===== src/rtl/bsr_pkg.sv =====
// shared constants, types and sequence store for the sequence runner
package bsr_pkg;

   ////////////////////////////////////////////////////////////////////////
   localparam int unsigned BSR_NUM_BITS = 16;
   localparam int unsigned BSR_CODE_W = 8;
   localparam int unsigned BSR_IDX_W = 4;
   localparam int unsigned BSR_STEP_W = 2;

   // sequence 0 is pending straight out of reset
   localparam logic [15:0] BSR_POWERON_PEND = 16'h0001;
   localparam logic [15:0] BSR_WORD_RESET = 16'h0000;

   ////////////////////////////////////////////////////////////////////////
   // command codes
   localparam logic [7:0] BSR_CMD_CONFIG = 8'h00;
   localparam logic [7:0] BSR_CMD_START = 8'h01;
   localparam logic [7:0] BSR_CMD_STOP = 8'h02;
   localparam logic [7:0] BSR_CMD_ALARM = 8'h03;
   localparam logic [7:0] BSR_CMD_CLEAR = 8'h04;
   localparam logic [7:0] BSR_CMD_DISABLE = 8'h05;
   localparam logic [7:0] BSR_CMD_QUIT = 8'h09;
   localparam logic [7:0] BSR_CMD_ENABLE = 8'h0a;
   localparam logic [7:0] BSR_CMD_SEND_ERRS = 8'h20;
   // store markers, never legal as commands
   localparam logic [7:0] BSR_CMD_NONE = 8'hfe;
   localparam logic [7:0] BSR_CMD_END = 8'hff;

   ////////////////////////////////////////////////////////////////////////
   typedef enum logic [1:0] {
      S_IDLE = 2'b00,
      S_RUN = 2'b01,
      S_WAIT = 2'b10
   } bsr_state_t;

   typedef struct packed {
      logic valid;
      logic [7:0] code;
   } bsr_cmd_t;

   typedef struct packed {
      logic ctrl;
      logic bus;
      logic station;
   } bsr_fault_t;

   typedef struct packed {
      logic flag;
      logic [7:0] group_number;
      logic [7:0] segment_number;
   } bsr_recfg_t;

   typedef struct packed {
      logic flag;
      logic [15:0] event_identifier;
   } bsr_event_t;

   ////////////////////////////////////////////////////////////////////////
   function automatic logic bsr_known(input logic [7:0] code);
      case (code)
         BSR_CMD_CONFIG, BSR_CMD_START, BSR_CMD_STOP, BSR_CMD_ALARM,
         BSR_CMD_CLEAR, BSR_CMD_DISABLE, BSR_CMD_QUIT, BSR_CMD_ENABLE,
         BSR_CMD_SEND_ERRS: bsr_known = 1'b1;
         default: bsr_known = 1'b0;
      endcase
   endfunction

   // default stored programming; bits 4..15 hold nothing
   function automatic logic [7:0] bsr_seq_rom(input logic [3:0] idx,
                                              input logic [1:0] step);
      case ({idx, step})
         6'h00: bsr_seq_rom = BSR_CMD_QUIT;
         6'h01: bsr_seq_rom = BSR_CMD_CONFIG;
         6'h02: bsr_seq_rom = BSR_CMD_START;
         6'h03: bsr_seq_rom = BSR_CMD_END;
         6'h04: bsr_seq_rom = BSR_CMD_ALARM;
         6'h05: bsr_seq_rom = BSR_CMD_END;
         6'h08: bsr_seq_rom = BSR_CMD_CLEAR;
         6'h09: bsr_seq_rom = BSR_CMD_END;
         6'h0c: bsr_seq_rom = BSR_CMD_SEND_ERRS;
         6'h0d: bsr_seq_rom = BSR_CMD_END;
         default: bsr_seq_rom = BSR_CMD_NONE;
      endcase
   endfunction

endpackage


===== src/rtl/bsr_top.sv =====
// bit-triggered command sequence runner with command routing and faults
//////////////////////////////////////////////////////////////////////////
// Summary of operation
// three words: activation in, busy, result out
// activation rising edge starts its stored sequence
// busy set once the sequence starts
// host clears activation after seeing busy
// busy clears after sequence done, activation low
// result bit shows error at request end
// sequence zero runs by itself after reset
// default store: bits 0..3 programmed, rest empty
// unknown commands rejected, not processed
// selector rests at A; serial only there
// first host command moves selector to B
// disable all messages returns selector to A
// enable all messages sets selector to B
// controller, stopped-bus and running-station faults
// reconfig flag with ids; event flag with id
// busy and result bits mirror activation bits
module bsr_top import bsr_pkg::*; #(
   parameter int unsigned NUM_BITS = BSR_NUM_BITS
) (
   // clock and reset
   input wire logic sys_clk,
   input wire logic rst_n,
   // host register words
   input wire logic [NUM_BITS-1:0] sequence_activation,
   output logic [NUM_BITS-1:0] sequence_busy,
   output logic [NUM_BITS-1:0] sequence_result,
   // command sources
   input wire bsr_cmd_t host_cmd,
   output logic host_cmd_ready,
   input wire bsr_cmd_t ser_cmd,
   output logic ser_cmd_ready,
   output logic cmd_reject,
   output logic route_b,
   // bus engine state
   output logic bus_configured,
   output logic bus_running,
   output logic display_clear,
   output logic err_report,
   // faults
   input wire bsr_fault_t fault_in,
   input wire logic fault_quit,
   output bsr_fault_t fault_flags,
   // reconfiguration and events
   input wire logic reconfig_in,
   input wire logic [7:0] group_in,
   input wire logic [7:0] segment_in,
   input wire logic reconfig_ack,
   output bsr_recfg_t reconfig_status,
   input wire logic event_in,
   input wire logic [15:0] event_id_in,
   input wire logic event_ack,
   output bsr_event_t event_status
);

   //////////////////////////////////////////////////////////////////////
   logic [NUM_BITS-1:0] act_rise;
   logic [NUM_BITS-1:0] pend_q, pend_d, busy_q, result_q;
   bsr_state_t state_q, state_d;
   logic [BSR_IDX_W-1:0] cur_q, start_idx;
   logic [BSR_STEP_W-1:0] step_q;
   logic err_q;
   logic start_now, finish_now;
   logic [7:0] seq_code, exec_code;
   logic exec_valid, exec_from_host, exec_known, exec_ok, exec_err;
   logic host_take, ser_take;
   logic host_ready_q, ser_ready_q, reject_q;
   logic route_q, route_d;
   logic configured_q, running_q, clear_q, report_q;
   bsr_fault_t flags_q;
   bsr_recfg_t recfg_q;
   bsr_event_t event_q;

   bsr_edge #(.W(NUM_BITS)) u_edge (
      .sys_clk(sys_clk),
      .rst_n(rst_n),
      .level_i(sequence_activation),
      .rise_o(act_rise)
   );

   //////////////////////////////////////////////////////////////////////
   // request capture and selection
   always_comb begin
      start_idx = '0;
      for (int i = NUM_BITS - 1; i >= 0; i--) begin
         if (pend_q[i]) begin
            start_idx = BSR_IDX_W'(i);
         end
      end
   end

   assign start_now = (state_q == S_IDLE) && (|pend_q);
   assign finish_now = (state_q == S_WAIT) && !sequence_activation[cur_q];
   assign seq_code = bsr_seq_rom(cur_q, step_q);

   always_comb begin
      pend_d = pend_q | act_rise;
      if (start_now) begin
         pend_d[start_idx] = act_rise[start_idx];
      end
   end

   always_ff @(posedge sys_clk or negedge rst_n) begin
      if (!rst_n) begin
         pend_q <= NUM_BITS'(BSR_POWERON_PEND);
      end else begin
         pend_q <= pend_d;
      end
   end

   //////////////////////////////////////////////////////////////////////
   // command source arbitration; the store outranks both ports
   assign host_take = host_cmd.valid && host_ready_q;
   assign ser_take = ser_cmd.valid && ser_ready_q && !host_take;

   always_comb begin
      exec_valid = 1'b0;
      exec_from_host = 1'b0;
      exec_code = ser_cmd.code;
      if (state_q == S_RUN && seq_code != BSR_CMD_END) begin
         exec_valid = 1'b1;
         exec_code = seq_code;
      end else if (host_take) begin
         exec_valid = 1'b1;
         exec_from_host = 1'b1;
         exec_code = host_cmd.code;
      end else if (ser_take) begin
         exec_valid = 1'b1;
      end
   end

   assign exec_known = bsr_known(exec_code);
   assign exec_ok = exec_valid && exec_known;
   assign exec_err = exec_valid && (!exec_known ||
      (exec_code == BSR_CMD_START && !configured_q));

   //////////////////////////////////////////////////////////////////////
   // sequencer
   always_comb begin
      state_d = state_q;
      case (state_q)
         S_IDLE: begin
            if (start_now) begin
               state_d = S_RUN;
            end
         end
         S_RUN: begin
            // a rejected entry aborts the rest of the sequence
            if (seq_code == BSR_CMD_END || !exec_known) begin
               state_d = S_WAIT;
            end
         end
         S_WAIT: begin
            if (finish_now) begin
               state_d = S_IDLE;
            end
         end
         default: state_d = S_IDLE;
      endcase
   end

   always_ff @(posedge sys_clk or negedge rst_n) begin
      if (!rst_n) begin
         state_q <= S_IDLE;
         cur_q <= '0;
         step_q <= '0;
         err_q <= 1'b0;
      end else begin
         state_q <= state_d;
         if (start_now) begin
            cur_q <= start_idx;
            step_q <= '0;
            err_q <= 1'b0;
         end else if (state_q == S_RUN && seq_code != BSR_CMD_END) begin
            step_q <= step_q + 1'b1;
            err_q <= err_q | exec_err;
         end
      end
   end

   // busy and result share the request's bit position
   always_ff @(posedge sys_clk or negedge rst_n) begin
      if (!rst_n) begin
         busy_q <= NUM_BITS'(BSR_WORD_RESET);
         result_q <= NUM_BITS'(BSR_WORD_RESET);
      end else begin
         if (start_now) begin
            busy_q[start_idx] <= 1'b1;
         end
         if (finish_now) begin
            busy_q[cur_q] <= 1'b0;
            result_q[cur_q] <= err_q;
         end
      end
   end

   //////////////////////////////////////////////////////////////////////
   // routing selector and port readiness
   always_comb begin
      route_d = route_q;
      if (exec_ok) begin
         if (exec_code == BSR_CMD_DISABLE) begin
            route_d = 1'b0;
         end else if (exec_code == BSR_CMD_ENABLE) begin
            route_d = 1'b1;
         end else if (exec_from_host) begin
            route_d = 1'b1;
         end
      end
   end

   always_ff @(posedge sys_clk or negedge rst_n) begin
      if (!rst_n) begin
         route_q <= 1'b0;
         host_ready_q <= 1'b0;
         ser_ready_q <= 1'b0;
         reject_q <= 1'b0;
      end else begin
         route_q <= route_d;
         // ports wait while any stored sequence is pending or running
         host_ready_q <= (state_d == S_IDLE) && (pend_d == '0);
         ser_ready_q <= (state_d == S_IDLE) && (pend_d == '0) && !route_d;
         reject_q <= exec_valid && !exec_known;
      end
   end

   //////////////////////////////////////////////////////////////////////
   // bus engine state driven by executed commands
   always_ff @(posedge sys_clk or negedge rst_n) begin
      if (!rst_n) begin
         configured_q <= 1'b0;
         running_q <= 1'b0;
         clear_q <= 1'b0;
         report_q <= 1'b0;
      end else begin
         clear_q <= exec_ok && exec_code == BSR_CMD_CLEAR;
         report_q <= exec_ok && exec_code == BSR_CMD_SEND_ERRS;
         if (exec_ok) begin
            case (exec_code)
               BSR_CMD_CONFIG: configured_q <= 1'b1;
               BSR_CMD_START: running_q <= configured_q;
               BSR_CMD_STOP, BSR_CMD_ALARM: running_q <= 1'b0;
               default: running_q <= running_q;
            endcase
         end
      end
   end

   //////////////////////////////////////////////////////////////////////
   // faults; a new fault wins over a quit in the same cycle
   logic quit_now;
   assign quit_now = fault_quit || (exec_ok && exec_code == BSR_CMD_QUIT);

   always_ff @(posedge sys_clk or negedge rst_n) begin
      if (!rst_n) begin
         flags_q <= '0;
      end else begin
         flags_q.ctrl <= (flags_q.ctrl && !quit_now) || fault_in.ctrl;
         flags_q.bus <= (flags_q.bus && !quit_now) ||
            (fault_in.bus && !running_q);
         flags_q.station <= (flags_q.station && !quit_now) ||
            (fault_in.station && running_q);
      end
   end

   //////////////////////////////////////////////////////////////////////
   // reconfiguration and event reporting
   always_ff @(posedge sys_clk or negedge rst_n) begin
      if (!rst_n) begin
         recfg_q <= '0;
      end else if (reconfig_in) begin
         recfg_q <= '{1'b1, group_in, segment_in};
      end else if (reconfig_ack) begin
         recfg_q.flag <= 1'b0;
      end
   end

   always_ff @(posedge sys_clk or negedge rst_n) begin
      if (!rst_n) begin
         event_q <= '0;
      end else if (event_in) begin
         event_q <= '{1'b1, event_id_in};
      end else if (event_ack) begin
         event_q.flag <= 1'b0;
      end
   end

   //////////////////////////////////////////////////////////////////////
   assign sequence_busy = busy_q;
   assign sequence_result = result_q;
   assign host_cmd_ready = host_ready_q;
   assign ser_cmd_ready = ser_ready_q;
   assign cmd_reject = reject_q;
   assign route_b = route_q;
   assign bus_configured = configured_q;
   assign bus_running = running_q;
   assign display_clear = clear_q;
   assign err_report = report_q;
   assign fault_flags = flags_q;
   assign reconfig_status = recfg_q;
   assign event_status = event_q;

   logic [1:0] age_q;
   always_ff @(posedge sys_clk or negedge rst_n) begin
      if (!rst_n) begin
         age_q <= 2'd0;
      end else if (age_q != 2'd3) begin
         age_q <= age_q + 2'd1;
      end
   end
endmodule


===== src/rtl/bsr_edge.sv =====
// per-bit rising edge detector for the activation word
module bsr_edge import bsr_pkg::*; #(
   parameter int unsigned W = BSR_NUM_BITS
) (
   // clock and reset
   input wire logic sys_clk,
   input wire logic rst_n,
   // level in, edge out
   input wire logic [W-1:0] level_i,
   output logic [W-1:0] rise_o
);

   logic [W-1:0] prev_q;

   genvar gi;
   generate
      for (gi = 0; gi < W; gi++) begin : g_bit
         always_ff @(posedge sys_clk or negedge rst_n) begin
            if (!rst_n) begin
               prev_q[gi] <= 1'b0;
            end else begin
               prev_q[gi] <= level_i[gi];
            end
         end
         assign rise_o[gi] = level_i[gi] & ~prev_q[gi];
      end
   endgenerate

endmodule


===== config.mk =====
export PLATFORM = sky130hd
export DESIGN_NAME = bsr_top
export DESIGN_NICKNAME = d
export VERILOG_FILES = /design/src/rtl/bsr_pkg.sv /design/src/rtl/bsr_top.sv /design/src/rtl/bsr_edge.sv
export SDC_FILE = /design/constraint.sdc
export NUM_CORES = 1
export LEC_CHECK = 0
export ABC_CLOCK_PERIOD_IN_PS = 3700
export BUFFER_PORTS_ARGS = -buffer_cell sky130_fd_sc_hd__buf_4
export CAP_MARGIN = 0
export CORE_AREA = 3 3 108 110
export CTS_CLUSTER_SIZE = 40
export DETAILED_ROUTE_END_ITERATION = 8
export DIE_AREA = 0 0 111 113
export PLACE_DENSITY = 0.79
export SLEW_MARGIN = 5
export SYNTH_ARGS = -nofsm -noshare
export SYNTH_HDL_FRONTEND = slang
export SYNTH_SLANG_ARGS = --single-unit

===== constraint.sdc =====
create_clock -name sys_clk -period 3.7 [get_ports sys_clk]
set_clock_uncertainty 0.15 [all_clocks]
set_input_delay 0.37 -clock sys_clk [delete_from_list [all_inputs] [get_ports sys_clk]]
set_output_delay 0.37 -clock sys_clk [all_outputs]
set_load 0.02 [all_outputs]

==> flow_summary.yaml <==
synth:
  synthDistinctLibCells: 65
  synth_top_area_share_pct: 51.8
  syn_area_mm2: 0.00565
  async_reset_ff_share_pct: 100
  synth_nets: 604
  synth_top_area_cell: "dfrtp_1"
  ys_seq_area_share_pct: 52.3
  synthFlopType: "dfrtp_1"
  synth-edff-count: 0
  ys_ff_latch: 118
  yosys-top-cells-area: "dfrtp_1 (52%), mux2_2 (10%), nor2_1 (5.4%)"
  syn_inst: 524
  avgSynthCellArea_um2: 10.8
  yosys_warnings: 0
cts:
  clockBufferDepth: 2
  root_buffer: "clkbuf_8"
  ctsResizeCount: 0
  clock-sinks: 118
  cts_max_level: 4
  clock_latency_ps: 530
  cts-buffers-inserted: 17
  clk_pin_slew_ps: 60
  cts_tree: "yes"
sta:
  setup_tns_ps: 0
  rsz0062_at_grt: "no"
  final_max_slew_viol_count: 0
  setup_violations: 0
  whs_ps: 56.5
  fmax_mhz: 299
  period_minus_slack_ps: 3350
  hold_viol_final: 0
  slew_headroom_pct: 53.7
  max_slew.worst_pin.slew_ps: 692
  finalCritPeriodShare_pct: 90.5
floorplanning:
  dieArea_mm2: 0.0125
  die_x_um: 111
  dieHeight_um: 113
  rows: 38
  start_util_pct: 52.3
  core_mm2: 0.0108
  io_pins: 153
layout:
  drive_above_1_share_pct: 34.7
  syn_to_final_growth_pct: 43.1
  diodes: 0
  fin_nets: 827
power_and_ir_drop:
  finalPower_mw: 5.15
  vdd_drop_max_uv: 374
  p_leak_nw: 3.62
  p_per_area_mw_per_mm2: 637
worst_setup_path:
  worst-path-buf-inv: 0
  crit_required_ps: 3970
  crit_arrival_ps: 3620
  regToRegStartpoint: "cur_q[0]"
  crit_family: "compound AO/OA/AOI/OAI gates"
  worst-path-max-fanout: 14
  startpoint: "cur_q[0]"
  slowest_delay_ps: 670
  startpoint_type: "flop"
  worstSetupEndpointType: "flop"
  critPathKind: "flop to flop"
  path_cells: "mux2_2 > a211o_1 > o21ai_4 > a21oi_1 > or4_1 > o31a_1 > a22o_1"
  crit_slowest_cell: "dfrtp_1"
detailed_routing:
  route.vias.total: 5261
  wirelength_mm: 19.1
  drtPass1Iterations: 6
  routed_via_density: 5.85
  ant_nets: 0
  drc: 0
  first_iter_violations: 368
  wl_per_cell_um: 21.2
min_path:
  worstHoldStart: "event_in"
  hold_path.class: "primary input to flop"
global_routing:
  antenna_found_initial: 0
  overflow: 0
  grt_use_total_pct: 30.9
  grt_pass1_vias: 5475
  grt_max_degree: 84
  grt_pass1_wl_mm: 29.7
place:
  gp_congestion: 0.978
  place_hpwl_mm: 12.8
  port_buffers: 152
job:
  max_cap_viol_count: 0
run_status:
  outcome: "finished clean"
==> cell usage after synthesis, types with 4 or more instances <==
library cell / n
a21o_1: 7
mux4_2: 4
clkbuf_1: 7
inv_1: 12
o21ai_0: 10
nor2b_1: 19
a31oi_1: 9
mux2i_1: 9
nor3_1: 11
nand3_1: 9
a21oi_1: 36
nand2_1: 33
nor4_1: 7
nor2_1: 81
and3_1: 4
dfrtp_1: 117
ha_1: 4
or4_1: 4
a22oi_1: 4
o21bai_1: 5
nand2b_1: 11
mux2_2: 51
==> what timing repair did <==
action / 4_1_cts / 5_1_grt
hold buffers: 55 / 0
buffers inserted: 0 / 0
hold endpoints to repair: 90 / 0
==> logic make-up after synthesis <==
kind of cell / Yosys count / share of synthesized area (%)
mux: 64 / 13.4
fa+ha+maj: 4 / 0.886
compound gates: 108 / 13.1
flops: 118 / 52.3
buf+inv: 24 / 1.66
simple gates: 206 / 18.7
==> sequential cells by signal, indices dropped and copies added (netlist names), 3 cells and up <==
signal / count
event_status: 17
reconfig_status: 17
pend_q: 16
sequence_busy: 16
sequence_result: 16
u_edge.prev_q: 16
cur_q: 4
fault_flags: 3
==> power breakdown <==
group	internal (mW)	switching (mW)	leakage (nW)
Clock	0.919	0.580	0.269
Combinational	0.772	1.07	2.00
Sequential	1.53	0.272	1.36
==> placed cells by master, fill, tap and decap left out, drive strengths merged, types with 5 or more instances in the layout <==
cell         instances
nor2                81
dfrtp              117
clkbuf              23
nand2b              11
nor2b               19
or4                  5
a21oi               38
dlygate4sd3         55
nand3                9
or2                  5
nor3                14
mux2i                9
o21bai               5
a21o                 7
clkinv               8
o21ai               12
nand2               33
a31oi                9
buf                161
mux2                51
inv                 12
nor4                 9
==> worst paths after layout <==
kind / to / slack, ps / cells after the start
setup / recovery: fault_flags[0] / 350 / 7
hold / removal: event_status[16] / 60 / 2
setup reg to reg: fault_flags[0] / 350 / 7
hold reg to reg: fault_flags[2] / 330 / 1
max in group asynchronous: sequence_result[11] / 2400 / 3
min in group asynchronous: pend_q[11] / 190 / 2
==> worst register-to-register path: cells and delay by family (launching register included) <==
kind	cells	cell delay, ps
and+or+nand+nor	1	550
AOI/OAI and AO/OA	5	1460
DFF	1	670
muxes	1	410
==> metal layers <==
metal	GRT usage (%)	share of wire [%]	routed length (µm)	vias up
li1	-	-	-	2347
met1	37.8	39	7520	2575
met2	51.2	49	9350	291
met3	9.84	8.5	1620	48
met4	12.5	3.0	567	0
met5	0	0	0	-
==> area by class of cell <==
class / instances / area, µm²
inverter: 12 / 45.0
fill: 696 / 2710
tap: 140 / 175
clock inverter: 9 / 77.6
timing repair buffer: 216 / 1770
clock buffer: 23 / 457
sequential: 118 / 2950
multi-input combinational: 382 / 2600
==> stage by stage <==
| step | util (%) | cells | cell area, µm² | setup WS, ps |
|---|---|---|---|---|
| 2_1_floorplan | - | 524 | 5650 | 801 |
| 3_3_place_gp | 64.8 | 813 | 7000 | 490 |
| 3_5_place_dp | 64.8 | 813 | 7000 | 387 |
| 4_1_cts | 74.9 | 900 | 8080 | 384 |
| 5_1_grt | 74.9 | 900 | 8080 | 61.2 |
| 6_report | 74.9 | 900 | 8080 | 350 |
Power figures use the tool's default switching activity.
